$ cat config.mk
export PLATFORM = sky130hd
export DESIGN_NAME = syc_top
export DESIGN_NICKNAME = d
export VERILOG_FILES = /design/src/pkg/syc_pkg.sv /design/src/hdl/syc_top.sv
export SDC_FILE = /design/constraint.sdc
export NUM_CORES = 2
export LEC_CHECK = 0
export ABC_CLOCK_PERIOD_IN_PS = 11400
export BUFFER_PORTS_ARGS = -buffer_cell sky130_fd_sc_hd__buf_2
export CAP_MARGIN = 20
export CORE_MARGIN = 10
export CORE_UTILIZATION = 39
export CTS_BUF_LIST = sky130_fd_sc_hd__clkbuf_2 sky130_fd_sc_hd__clkbuf_4 sky130_fd_sc_hd__clkbuf_8
export DETAILED_ROUTE_END_ITERATION = 8
export GPL_TIMING_DRIVEN = 0
export PLACE_DENSITY = 0.64
export SLEW_MARGIN = 25
export SYNTH_ARGS = -nofsm -noshare
export SYNTH_HDL_FRONTEND = slang
export SYNTH_SLANG_ARGS = --single-unit
$ cat constraint.sdc
create_clock -name clk_i -period 11.4 [get_ports clk_i]
set_input_delay 0.57 -clock clk_i [delete_from_list [all_inputs] [get_ports clk_i]]
set_output_delay 0.57 -clock clk_i [all_outputs]
set_load 0.01 [all_outputs]
$ cat src/pkg/syc_pkg.sv
// Purpose: Shared constants and types for the synchrocheck supervision block
// Assumes: 100 MHz clock, APB register access with 32-bit data
// Notes:   Magnitudes in 0.01 %Un, frequencies in 0.01 Hz, angles in 0.01 deg
`default_nettype none
package syc_pkg;
    // Register byte offsets
    localparam logic [7:0] SYC_OFF_CTRL     = 8'h00;
    localparam logic [7:0] SYC_OFF_LIM_MAG  = 8'h04;
    localparam logic [7:0] SYC_OFF_LIM_ANG  = 8'h08;
    localparam logic [7:0] SYC_OFF_LIM_FRQ  = 8'h0c;
    localparam logic [7:0] SYC_OFF_THRESH   = 8'h10;
    localparam logic [7:0] SYC_OFF_VCOND    = 8'h14;
    localparam logic [7:0] SYC_OFF_BRKDLY   = 8'h18;
    localparam logic [7:0] SYC_OFF_STATE    = 8'h1c;
    localparam logic [7:0] SYC_OFF_VSTAT    = 8'h20;
    localparam logic [7:0] SYC_OFF_MAGDIFF  = 8'h24;
    localparam logic [7:0] SYC_OFF_ANGDIFF  = 8'h28;
    localparam logic [7:0] SYC_OFF_FRQDIFF  = 8'h2c;
    localparam logic [7:0] SYC_OFF_PLACE    = 8'h30;

    // Control, threshold and voltage status register field positions
    localparam int SYC_CTRL_SS3      = 0;
    localparam int SYC_CTRL_SS4      = 1;
    localparam int SYC_CTRL_USE      = 2;   // 3 bits, one per stage
    localparam int SYC_CTRL_ONSTART  = 5;   // 3 bits, one per stage
    localparam int SYC_CTRL_AUTO     = 8;
    localparam int SYC_CTRL_REF1     = 9;   // 3 bits
    localparam int SYC_CTRL_REF2     = 12;  // 3 bits
    localparam int SYC_CTRL_REF3     = 15;
    localparam int SYC_CTRL_DSEL     = 16;  // 2 bits
    localparam int SYC_THR_DEAD      = 16;
    localparam int SYC_VSTAT_SW      = 12;

    // State report bit positions
    localparam int SYC_ST_BLOCKED    = 0;
    localparam int SYC_ST_OK         = 1;
    localparam int SYC_ST_BYPASS     = 2;
    localparam int SYC_ST_VCOND      = 3;
    localparam int SYC_ST_MAG        = 4;
    localparam int SYC_ST_ANG        = 5;
    localparam int SYC_ST_FRQ        = 6;

    // Reset values
    localparam logic [31:0] SYC_RST_CTRL   = 32'h0000_0000;
    localparam logic [15:0] SYC_RST_LIM    = 16'h0000;
    localparam logic [31:0] SYC_RST_THRESH = 32'h0000_0000;
    localparam logic [11:0] SYC_RST_VCOND  = 12'h000;
    localparam logic [15:0] SYC_RST_BRKDLY = 16'h000a;   // 10 steps of 5 ms

    // Timing: one processing cycle per measurement refresh
    localparam int SYC_TIME_BASE_NS  = 5000000;
    localparam int SYC_CLK_PERIOD_NS = 10;
    localparam int SYC_TICK_CYCLES   = SYC_TIME_BASE_NS / SYC_CLK_PERIOD_NS;
    // Slip per 5 ms step per 0.01 Hz, in 0.001 deg: 0.01*360*0.005*1000
    localparam int SYC_SLIP_MDEG     = 18;
    localparam int SYC_FULL_TURN     = 36000;
    localparam int SYC_HALF_TURN     = 18000;
    localparam int SYC_PLACE_SCALE   = 10;

    typedef enum logic [2:0] {
        SYC_REF_NONE = 3'b000,
        SYC_REF_AB   = 3'b001,
        SYC_REF_BC   = 3'b010,
        SYC_REF_CA   = 3'b011,
        SYC_REF_A    = 3'b100,
        SYC_REF_B    = 3'b101,
        SYC_REF_C    = 3'b110
    } syc_ref_t;

    typedef enum logic [2:0] {
        SYC_VS_NONE  = 3'b000,
        SYC_VS_DD    = 3'b001,
        SYC_VS_LD    = 3'b010,
        SYC_VS_DL    = 3'b011,
        SYC_VS_LL    = 3'b100,
        SYC_VS_UNDEF = 3'b101
    } syc_vstat_t;

    typedef enum logic [1:0] {
        SYC_SW_OFF   = 2'b00,
        SYC_SW_STILL = 2'b01,
        SYC_SW_DEP   = 2'b10,
        SYC_SW_ENC   = 2'b11
    } syc_sw_t;

    typedef struct packed {
        logic [15:0] mag;   // 0.01 %Un
        logic [15:0] frq;   // 0.01 Hz
        logic [15:0] ang;   // 0.01 deg, 0..35999
    } syc_meas_t;
endpackage
`default_nettype wire

$ cat src/hdl/syc_top.sv
// Purpose: Synchrocheck supervision with three stages and automatic closing
// Assumes: Measurements refreshed every 5 ms; APB slave registers
// Notes:   All decisions are taken on the processing tick only
//
// Behaviour
// - One synchro-side input: stage one compares it to chosen phase/line voltage; others off.
// - Both synchro-side: stage one third, stage two fourth, stage three third versus fourth.
// - Synchronised only when magnitude, frequency and angle differences are within limits.
// - Each side is live or dead from live and dead thresholds.
// - Selected live/dead combinations are additionally required before synchronised.
// - Uses frequency, angle and magnitude, refreshed on a 5 ms time base.
// - Per-stage state: blocked, ok, bypass, voltage, magnitude, angle, frequency ok.
// - Voltage status: dead-dead, live-dead, dead-live, live-live, undefined, unmonitored.
// - Magnitude difference reported in 0.01 %Un.
// - Angle difference reported in 0.01 degree.
// - Frequency difference reported, plus or minus 75 Hz.
// - With auto close, switching status still, departing or enclosing is shown.
// - Network placement angle reported in 0.001 degree.
// - Block input sampled once per processing cycle, one clock before the processing tick.
// - Synchronised and not blocked gives the synchronisation-OK output.
// - Block active when OK would assert gives blocked output instead, held while block stays active.
// - An OK already asserted is cleared when blocking occurs.
// - With auto close, a close command is issued once synchronised.
// - On-start mode checks only while stage start input is active.
// - Breaker delay in 5 ms steps advances the close command.
//
// Design decisions made here: the APB slave port and the register addresses.
`default_nettype none
module syc_top
    import syc_pkg::*;
#(
    parameter int unsigned TICK_CYCLES = SYC_TICK_CYCLES
) (
    input  wire logic        clk_i,
    input  wire logic        resetn_i,
    input  wire logic        psel_i,
    input  wire logic        penable_i,
    input  wire logic        pwrite_i,
    input  wire logic [7:0]  paddr_i,
    input  wire logic [31:0] pwdata_i,
    output logic      [31:0] prdata_o,
    output logic             pready_o,
    output logic             pslverr_o,
    input  wire syc_meas_t   phase_meas_i [3],
    input  wire syc_meas_t   line_meas_i [3],
    input  wire syc_meas_t   third_voltage_input_i,
    input  wire syc_meas_t   fourth_voltage_input_i,
    input  wire logic        block_i,
    input  wire logic [2:0]  stage_start_input_i,
    output logic      [2:0]  sync_satisfied_output_o,
    output logic      [2:0]  blocked_o,
    output logic             breaker_close_o
);

    ////////////////////////////////////////////////////////////////////////////
    // Reset release and processing tick
    logic        rst_s1_q;
    logic        rst_n_q;
    logic [19:0] tick_cnt_q;
    logic        tick;

    always_ff @(posedge clk_i or negedge resetn_i) begin
        if (!resetn_i) begin
            rst_s1_q <= 1'b0;
            rst_n_q  <= 1'b0;
        end else begin
            rst_s1_q <= 1'b1;
            rst_n_q  <= rst_s1_q;
        end
    end

    assign tick = (tick_cnt_q == 20'(TICK_CYCLES - 1));

    always_ff @(posedge clk_i or negedge rst_n_q) begin
        if (!rst_n_q) begin
            tick_cnt_q <= 20'h00000;
        end else begin
            tick_cnt_q <= tick ? 20'h00000 : tick_cnt_q + 20'h00001;
        end
    end

    ////////////////////////////////////////////////////////////////////////////
    // Registers
    logic [31:0] ctrl_q;
    logic [15:0] lim_mag_q;
    logic [15:0] lim_ang_q;
    logic [15:0] lim_frq_q;
    logic [31:0] thresh_q;
    logic [11:0] vcond_q;
    logic [15:0] brkdly_q;
    logic        ss3;
    logic        ss4;
    logic        both_ss;
    logic        auto_en;

    assign ss3     = ctrl_q[SYC_CTRL_SS3];
    assign ss4     = ctrl_q[SYC_CTRL_SS4];
    assign both_ss = ss3 & ss4;
    assign auto_en = ctrl_q[SYC_CTRL_AUTO];

    // Picks the reference voltage named by a selection code
    function automatic syc_meas_t pick_ref(input logic [2:0] code, input syc_meas_t ph [3],
                                           input syc_meas_t ln [3]);
        syc_meas_t m;
        m = '0;
        case (code)
            SYC_REF_AB: m = ln[0];
            SYC_REF_BC: m = ln[1];
            SYC_REF_CA: m = ln[2];
            SYC_REF_A:  m = ph[0];
            SYC_REF_B:  m = ph[1];
            SYC_REF_C:  m = ph[2];
            default:    m = '0;
        endcase
        return m;
    endfunction

    function automatic logic [31:0] abs32(input logic signed [31:0] v);
        return v[31] ? 32'(-v) : 32'(v);
    endfunction

    ////////////////////////////////////////////////////////////////////////////
    // Stage sources
    syc_meas_t   ref_m [3];
    syc_meas_t   syn_m [3];
    logic [2:0]  stage_act;
    logic [2:0]  ref1_code;
    logic [2:0]  ref2_code;

    assign ref1_code = ctrl_q[SYC_CTRL_REF1 +: 3];
    // Second stage takes line voltages only; phase codes mean not in use
    assign ref2_code = ctrl_q[SYC_CTRL_REF2 + 2] ? 3'h0 : ctrl_q[SYC_CTRL_REF2 +: 3];

    assign ref_m[0] = pick_ref(both_ss && ref1_code[2] ? 3'h0 : ref1_code,
                               phase_meas_i, line_meas_i);
    assign syn_m[0] = ss3 ? third_voltage_input_i : fourth_voltage_input_i;
    assign ref_m[1] = pick_ref(ref2_code, phase_meas_i, line_meas_i);
    assign syn_m[1] = fourth_voltage_input_i;
    assign ref_m[2] = third_voltage_input_i;
    assign syn_m[2] = fourth_voltage_input_i;

    assign stage_act[0] = (ss3 | ss4) & ctrl_q[SYC_CTRL_USE] & (ref1_code != 3'h0)
                          & !(both_ss & ref1_code[2]);
    assign stage_act[1] = both_ss & ctrl_q[SYC_CTRL_USE + 1] & (ref2_code != 3'h0);
    assign stage_act[2] = both_ss & ctrl_q[SYC_CTRL_USE + 2] & ctrl_q[SYC_CTRL_REF3];

    ////////////////////////////////////////////////////////////////////////////
    // Per-stage evaluation
    logic signed [31:0] mag_d  [3];
    logic signed [31:0] frq_d  [3];
    logic signed [31:0] ang_d  [3];
    logic [2:0]         sat;
    logic [6:0]         rep    [3];
    syc_vstat_t         vs     [3];
    logic [2:0]         started;
    logic               blk_q;
    logic [2:0]         ok_q;
    logic [2:0]         blkd_q;
    logic [6:0]         rep_q  [3];
    syc_vstat_t         vs_q   [3];
    logic signed [31:0] magr_q [3];
    logic signed [31:0] angr_q [3];
    logic signed [31:0] frqr_q [3];

    genvar s;
    generate
        for (s = 0; s < 3; s++) begin : g_stage
            logic signed [31:0] raw_ang;
            logic               ref_live;
            logic               ref_dead;
            logic               syn_live;
            logic               syn_dead;
            logic               mag_ok;
            logic               ang_ok;
            logic               frq_ok;
            logic               vc_ok;

            assign mag_d[s] = 32'(signed'({16'h0000, syn_m[s].mag}))
                              - 32'(signed'({16'h0000, ref_m[s].mag}));
            assign frq_d[s] = 32'(signed'({16'h0000, syn_m[s].frq}))
                              - 32'(signed'({16'h0000, ref_m[s].frq}));
            assign raw_ang  = 32'(signed'({16'h0000, ref_m[s].ang}))
                              - 32'(signed'({16'h0000, syn_m[s].ang}));
            // Shortest way round, so 359 deg against 1 deg reads as 2 deg
            assign ang_d[s] = (raw_ang >  SYC_HALF_TURN) ? raw_ang - SYC_FULL_TURN :
                              (raw_ang < -SYC_HALF_TURN) ? raw_ang + SYC_FULL_TURN :
                              raw_ang;

            assign ref_live = ref_m[s].mag >= thresh_q[15:0];
            assign ref_dead = ref_m[s].mag <= thresh_q[SYC_THR_DEAD +: 16];
            assign syn_live = syn_m[s].mag >= thresh_q[15:0];
            assign syn_dead = syn_m[s].mag <= thresh_q[SYC_THR_DEAD +: 16];

            assign vs[s] = !stage_act[s]          ? SYC_VS_NONE :
                           (ref_dead & syn_dead)  ? SYC_VS_DD   :
                           (ref_live & syn_dead)  ? SYC_VS_LD   :
                           (ref_dead & syn_live)  ? SYC_VS_DL   :
                           (ref_live & syn_live)  ? SYC_VS_LL   : SYC_VS_UNDEF;

            assign vc_ok  = (vs[s] != SYC_VS_NONE) && (vs[s] != SYC_VS_UNDEF)
                            && vcond_q[4 * s + 32'(vs[s]) - 1];
            assign mag_ok = abs32(mag_d[s]) <= {16'h0000, lim_mag_q};
            assign ang_ok = abs32(ang_d[s]) <= {16'h0000, lim_ang_q};
            assign frq_ok = abs32(frq_d[s]) <= {16'h0000, lim_frq_q};
            assign started[s] = !ctrl_q[SYC_CTRL_ONSTART + s] | stage_start_input_i[s];
            assign sat[s] = stage_act[s] & started[s] & mag_ok & ang_ok & frq_ok & vc_ok;

            assign rep[s] = {frq_ok, ang_ok, mag_ok, vc_ok, !stage_act[s],
                             sat[s] & !blk_q, sat[s] & blk_q};

            always_ff @(posedge clk_i or negedge rst_n_q) begin
                if (!rst_n_q) begin
                    ok_q[s]   <= 1'b0;
                    blkd_q[s] <= 1'b0;
                    rep_q[s]  <= 7'h00;
                    vs_q[s]   <= SYC_VS_NONE;
                    magr_q[s] <= 32'h0000_0000;
                    angr_q[s] <= 32'h0000_0000;
                    frqr_q[s] <= 32'h0000_0000;
                end else if (tick) begin
                    // Once blocked the stage holds until the block input drops
                    blkd_q[s] <= blk_q & (blkd_q[s] | sat[s]);
                    ok_q[s]   <= sat[s] & !blk_q;
                    rep_q[s]  <= rep[s];
                    vs_q[s]   <= vs[s];
                    magr_q[s] <= mag_d[s];
                    angr_q[s] <= ang_d[s];
                    frqr_q[s] <= frq_d[s];
                end
            end
        end
    endgenerate

    // Sampled exactly once per processing cycle, one clock ahead of the decision
    logic tick_pre;
    assign tick_pre = (tick_cnt_q == 20'(TICK_CYCLES - 2)) | (TICK_CYCLES < 2);

    always_ff @(posedge clk_i or negedge rst_n_q) begin
        if (!rst_n_q) begin
            blk_q <= 1'b0;
        end else if (tick_pre) begin
            blk_q <= block_i;
        end
    end

    ////////////////////////////////////////////////////////////////////////////
    // Automatic closing on stage one
    logic signed [47:0] pred;
    logic signed [47:0] pred_abs;
    logic               aim_ok;
    logic               closed_q;
    logic               close_q;
    syc_sw_t            sw;

    // Angle expected when contacts meet, in 0.001 deg
    assign pred     = 48'(ang_d[0]) * SYC_PLACE_SCALE
                      - 48'(frq_d[0]) * 48'(signed'({16'h0000, brkdly_q})) * SYC_SLIP_MDEG;
    assign pred_abs = pred[47] ? -pred : pred;
    assign aim_ok   = pred_abs <= 48'(lim_ang_q) * SYC_PLACE_SCALE;

    assign sw = !auto_en                    ? SYC_SW_OFF   :
                (frq_d[0] == 0)             ? SYC_SW_STILL :
                (ang_d[0][31] == frq_d[0][31] && ang_d[0] != 0) ? SYC_SW_ENC : SYC_SW_DEP;

    always_ff @(posedge clk_i or negedge rst_n_q) begin
        if (!rst_n_q) begin
            closed_q <= 1'b0;
            close_q  <= 1'b0;
        end else begin
            // One command per synchronised episode; rearms when OK drops
            close_q  <= tick & auto_en & ok_q[0] & aim_ok & !closed_q;
            if (tick) begin
                closed_q <= ok_q[0] & (closed_q | (auto_en & aim_ok));
            end
        end
    end

    ////////////////////////////////////////////////////////////////////////////
    // APB slave: two-cycle access, write lands on the pready edge
    logic        pready_q;
    logic        pslverr_q;
    logic [31:0] prdata_q;
    logic [31:0] rd_mux;
    logic        hit;
    logic        wr_en;
    logic [1:0]  dsel;

    assign dsel  = ctrl_q[SYC_CTRL_DSEL +: 2];
    assign wr_en = psel_i & penable_i & pready_q & pwrite_i & hit;
    assign hit   = (paddr_i[1:0] == 2'b00) && (paddr_i <= SYC_OFF_PLACE);

    always_comb begin
        rd_mux = 32'h0000_0000;
        case (paddr_i)
            SYC_OFF_CTRL:    rd_mux = ctrl_q;
            SYC_OFF_LIM_MAG: rd_mux = {16'h0000, lim_mag_q};
            SYC_OFF_LIM_ANG: rd_mux = {16'h0000, lim_ang_q};
            SYC_OFF_LIM_FRQ: rd_mux = {16'h0000, lim_frq_q};
            SYC_OFF_THRESH:  rd_mux = thresh_q;
            SYC_OFF_VCOND:   rd_mux = {20'h00000, vcond_q};
            SYC_OFF_BRKDLY:  rd_mux = {16'h0000, brkdly_q};
            SYC_OFF_STATE:   rd_mux = {9'h000, rep_q[2], 1'b0, rep_q[1], 1'b0, rep_q[0]};
            SYC_OFF_VSTAT:   rd_mux = {18'h00000, sw, 1'b0, vs_q[2], 1'b0, vs_q[1],
                                       1'b0, vs_q[0]};
            SYC_OFF_MAGDIFF: rd_mux = magr_q[dsel == 2'h3 ? 2'h0 : dsel];
            SYC_OFF_ANGDIFF: rd_mux = angr_q[dsel == 2'h3 ? 2'h0 : dsel];
            SYC_OFF_FRQDIFF: rd_mux = frqr_q[dsel == 2'h3 ? 2'h0 : dsel];
            SYC_OFF_PLACE:   rd_mux = 32'(angr_q[dsel == 2'h3 ? 2'h0 : dsel] * SYC_PLACE_SCALE);
            default:         rd_mux = 32'h0000_0000;
        endcase
    end

    always_ff @(posedge clk_i or negedge rst_n_q) begin
        if (!rst_n_q) begin
            pready_q  <= 1'b0;
            pslverr_q <= 1'b0;
            prdata_q  <= 32'h0000_0000;
        end else begin
            pready_q  <= psel_i & penable_i & !pready_q;
            pslverr_q <= psel_i & penable_i & !pready_q & !hit;
            prdata_q  <= (psel_i & penable_i & !pready_q & !pwrite_i) ? rd_mux : 32'h0000_0000;
        end
    end

    always_ff @(posedge clk_i or negedge rst_n_q) begin
        if (!rst_n_q) begin
            ctrl_q    <= SYC_RST_CTRL;
            lim_mag_q <= SYC_RST_LIM;
            lim_ang_q <= SYC_RST_LIM;
            lim_frq_q <= SYC_RST_LIM;
            thresh_q  <= SYC_RST_THRESH;
            vcond_q   <= SYC_RST_VCOND;
            brkdly_q  <= SYC_RST_BRKDLY;
        end else if (wr_en) begin
            // Software must give stages one and two one reference over three breakers
            if (paddr_i == SYC_OFF_CTRL)    ctrl_q    <= pwdata_i;
            if (paddr_i == SYC_OFF_LIM_MAG) lim_mag_q <= pwdata_i[15:0];
            if (paddr_i == SYC_OFF_LIM_ANG) lim_ang_q <= pwdata_i[15:0];
            if (paddr_i == SYC_OFF_LIM_FRQ) lim_frq_q <= pwdata_i[15:0];
            if (paddr_i == SYC_OFF_THRESH)  thresh_q  <= pwdata_i;
            if (paddr_i == SYC_OFF_VCOND)   vcond_q   <= pwdata_i[11:0];
            if (paddr_i == SYC_OFF_BRKDLY)  brkdly_q  <= pwdata_i[15:0];
        end
    end

    assign prdata_o                = prdata_q;
    assign pready_o                = pready_q;
    assign pslverr_o               = pslverr_q;
    assign sync_satisfied_output_o = ok_q;
    assign blocked_o               = blkd_q;
    assign breaker_close_o         = close_q;

endmodule
`default_nettype wire

==> results.sh <==
export IMPL_status="complete, but fails checks"
export IMPL_failed_checks="setup timing"
export IMPL_cts_tree="yes"
export IMPL_critPathMaxFanout=6
export IMPL_final_antenna_net_count=0
export IMPL_ys_seq_area_share_pct=16.5
export IMPL_crit_top_cell="o21a_1"
export IMPL_setup_ws_ps=-4410
export IMPL_drv_cap=0
export IMPL_intPower_mw=3.42
export IMPL_post_route_util_pct=46.2
export IMPL_cts_made_buffers=73
export IMPL_p_sw_mw=2.45
export IMPL_mostFrequentLayoutCells="nand2_1, ha_1, inv_1"
export IMPL_syn_area_sq_um=58700
export IMPL_initial_utilization_pct=39.2
export IMPL_setup_viol=2
export IMPL_fin_crit_ps=15810
export IMPL_antenna_found_initial=29
export IMPL_die_area_sq_um=166000
export IMPL_min_delay_path_depth=3
export IMPL_grt_setup_unrepaired="true"
export IMPL_layout_commonest_cell="nand2_1"
export IMPL_numPortBuffers=473
export IMPL_area_delta_synth_final_pct=17.9
export IMPL_grt_first_pass_wirelength_um=378000
export IMPL_worstHoldStart="pwdata_i[29]"
export IMPL_end_kind="flop"
export IMPL_finalHoldViolCount=0
export IMPL_vdd_ir_drop_max_uv=71.4
export IMPL_grt_pass1_vias=57027
export IMPL_nets=9381
export IMPL_synth_cell_types=106
export IMPL_slew_headroom_pct=24.6
export IMPL_synthCells=7167
export IMPL_cts_root_buf="clkbuf_8"
export IMPL_remaining_drc_errors=0
export IMPL_clock_latency_ps=770
export IMPL_gp_congestion=1.06
export IMPL_h_tree_depth=3
export IMPL_r2r_cells=74
export IMPL_ys_warnings_count=0
export IMPL_max_freq_mhz=63.3
export IMPL_grt_max_degree=54
export IMPL_synthArstFlopShare_pct=100
export IMPL_dpl_hpwl_um=215000
export IMPL_vias_per_cell=5.89
export IMPL_min_to="thresh_q[29]$_DFFE_PN0P_"
export IMPL_dieHeight_um=408
export IMPL_timing_rr_start="ctrl_q[10]$_DFFE_PN0P_"
export IMPL_final_cells=9946
export IMPL_slowest_delay_ps=590
export IMPL_start_kind="flop"
export IMPL_crit_type="flop to flop"
export IMPL_seq_power_share_pct=24.5
export IMPL_rows=142
export IMPL_hold_path_class="input port to flop"
export IMPL_die_w_um=408
export IMPL_dpl_cell_area_sq_um=64400
export IMPL_worstMarginPinSlew_ps=1130
export IMPL_synth_enable_flop_cells=0
export IMPL_place_inst=9676
export IMPL_p_comb_share_pct=48.6
export IMPL_reg2reg_slack_ps=-4410
export IMPL_finalCritPeriodShare_pct=139
export IMPL_cts_path_max_buffers=3
export IMPL_dr_pass1_iters=6
export IMPL_dp_slack_ps=-8010
export IMPL_cp_data_required_time_ps=12050
export IMPL_fin_tns_setup_ps=-8790
export IMPL_critPathSlowestCell="fa_1"
export IMPL_crit_arrival_ps=16460
export IMPL_syn_area_per_cell_sq_um=8.19
export IMPL_finClkSkew_ps=67.6
export IMPL_switching_share_pct=41.7
export IMPL_drive_gt1_share_pct=18.4
export IMPL_r2r_end="breaker_close_o$_DFF_PN0_"
export IMPL_routedWlPerCell_um=26.3
export IMPL_fin_area_sq_um=69300
export IMPL_pin_count=474
export IMPL_drtIter0Drc=5838
export IMPL_overflow=0
export IMPL_cts_clk_slew_worst_paths_ps=80
export IMPL_coreArea_sq_um=150000
export IMPL_grt_use_total_pct=29.8
export IMPL_clock_sinks=388
export IMPL_synth_seq_cells=388
export IMPL_drv_slew=0
export IMPL_p_leak_nw=33.9
export IMPL_route_vias_total=58609
export IMPL_routed_wl_um=262000
export IMPL_p_clk_share_pct=26.9
export IMPL_synth_main_ff_cell="dfrtp_1"
export IMPL_power_per_cell_area_nw_per_um2=84.9
## registers in the layout (all words and copies together) (netlist names), 20 cells and up
signal      flops
tick_cnt_q     20
ctrl_q         32
magr_q         51
rep_q          21
prdata_o       32
angr_q         54
thresh_q       32
frqr_q         51
## layout make-up
class,count,area (sq um)
inverters,706,2670
fillers,14930,80500
diodes,7,17.5
flip-flops and latches,388,9720
plain buffers,285,1630
multi-input cells,5775,47200
repair buffers,643,3880
clock buffers,108,1380
well taps,2016,2520
clock inverters,18,244
## critical path, delay by kind of cell, from the launching register on
kind	cells	cell delay, ps
AOI/OAI and AO/OA	27	5270
xor gates and xnor gates	2	330
DFF	1	360
adders and majority gates	12	5060
and+or+nand+nor	17	2740
buffers and inverters	16	1930
## through the flow
stage          hold WS (ps)  power (mW)
6_report               76.2        5.88
5_1_grt                78.0        6.21
2_1_floorplan           274        3.36
3_5_place_dp            183        4.13
4_1_cts                34.4        5.79
3_3_place_gp            337        4.08
## worst max-delay path by stage
stage	start	end	slack [ps]	cells after the start
final	ctrl_q[10]$_DFFE_PN0P_	breaker_close_o$_DFF_PN0_	-4410	74
after global routing	ctrl_q[10]$_DFFE_PN0P_	breaker_close_o$_DFF_PN0_	-5100	74
after CTS	ctrl_q[9]$_DFFE_PN0P_	breaker_close_o$_DFF_PN0_	-4420	77
after detailed placement	ctrl_q[11]$_DFFE_PN0P_	breaker_close_o$_DFF_PN0_	-8010	73
after global placement	ctrl_q[11]$_DFFE_PN0P_	breaker_close_o$_DFF_PN0_	-7820	73
after floorplan	ctrl_q[9]$_DFFE_PN0P_	breaker_close_o$_DFF_PN0_	-3530	81
## power by group through the flow
stage	logic, mW	clock network, mW	registers (mW)
2_1_floorplan	1.90	0	1.47
3_3_place_gp	2.59	0	1.49
3_5_place_dp	2.67	0	1.46
4_1_cts	2.77	1.58	1.44
5_1_grt	3.13	1.64	1.44
6_report	2.86	1.58	1.44
## repair_timing
action	CTS	global route
setup endpoints to repair	2	2
cloned	0	1
pin swaps	176	119
resized for setup	305	147
hold buffers	1	0
endpoints found under the hold margin	2	0
setup buffers	116	34
## synthesized netlist by cell type, types with 14 or more instances
cell | n | area share [%]
a21o_1 | 174 | 2.2
nand3b_1 | 15 | 0.19
and4_1 | 14 | 0.21
and3_1 | 33 | 0.35
nand2_1 | 880 | 5.6
mux2_2 | 234 | 4.5
o31a_1 | 17 | 0.25
o21ai_0 | 369 | 3.1
o31ai_1 | 46 | 0.59
fa_1 | 293 | 10
a211o_1 | 14 | 0.21
o21ai_1 | 16 | 0.14
clkbuf_1 | 259 | 1.7
ha_1 | 783 | 17
a21boi_0 | 19 | 0.24
buf_1 | 25 | 0.16
or3_1 | 41 | 0.44
a211oi_1 | 88 | 1.1
a22oi_1 | 117 | 1.5
or4_1 | 18 | 0.23
o22ai_1 | 27 | 0.29
or2_2 | 48 | 0.51
a31oi_1 | 55 | 0.59
a221oi_1 | 64 | 0.95
nor2_1 | 399 | 2.6
o211ai_1 | 27 | 0.35
inv_1 | 705 | 4.5
nand2b_1 | 75 | 0.80
o21a_1 | 98 | 1.3
xor2_1 | 119 | 1.8
and2_1 | 151 | 1.6
o21bai_1 | 33 | 0.42
nor2b_1 | 130 | 1.4
mux2i_1 | 95 | 1.6
dfrtp_1 | 386 | 16
nor4_1 | 30 | 0.32
nand3_1 | 96 | 0.82
o221ai_1 | 23 | 0.34
a21oi_1 | 412 | 3.5
nand4_1 | 73 | 0.78
a22o_1 | 23 | 0.34
xnor2_1 | 314 | 4.7
nor3_1 | 101 | 0.86
## per-layer routing
layer,part of all wire [%],GRT usage [%],vias up,wire length (um)
li1,-,-,26539,-
met1,42,39.1,28675,110000
met2,44,46.9,2779,115000
met3,8.5,6.03,602,22300
met4,5.6,14.1,14,14800
met5,0.029,0,-,75
## logic make-up (layout without fill, tap and decap cells)
group / count (synthesis) / count (layout) / synth area share [%]
adders and majority gates: 1076 / 1076 / 26.7
other: 2 / 11 / 0.0128
AOI/OAI and AO/OA: 1780 / 1780 / 20.1
DFF: 388 / 388 / 16.5
buffers and inverters: 1006 / 1760 / 6.48
and+or+nand+nor: 2145 / 2145 / 17.3
xor gates and xnor gates: 434 / 434 / 6.51
muxes: 336 / 336 / 6.38
No activity file was read; power rests on OpenSTA's default activity.
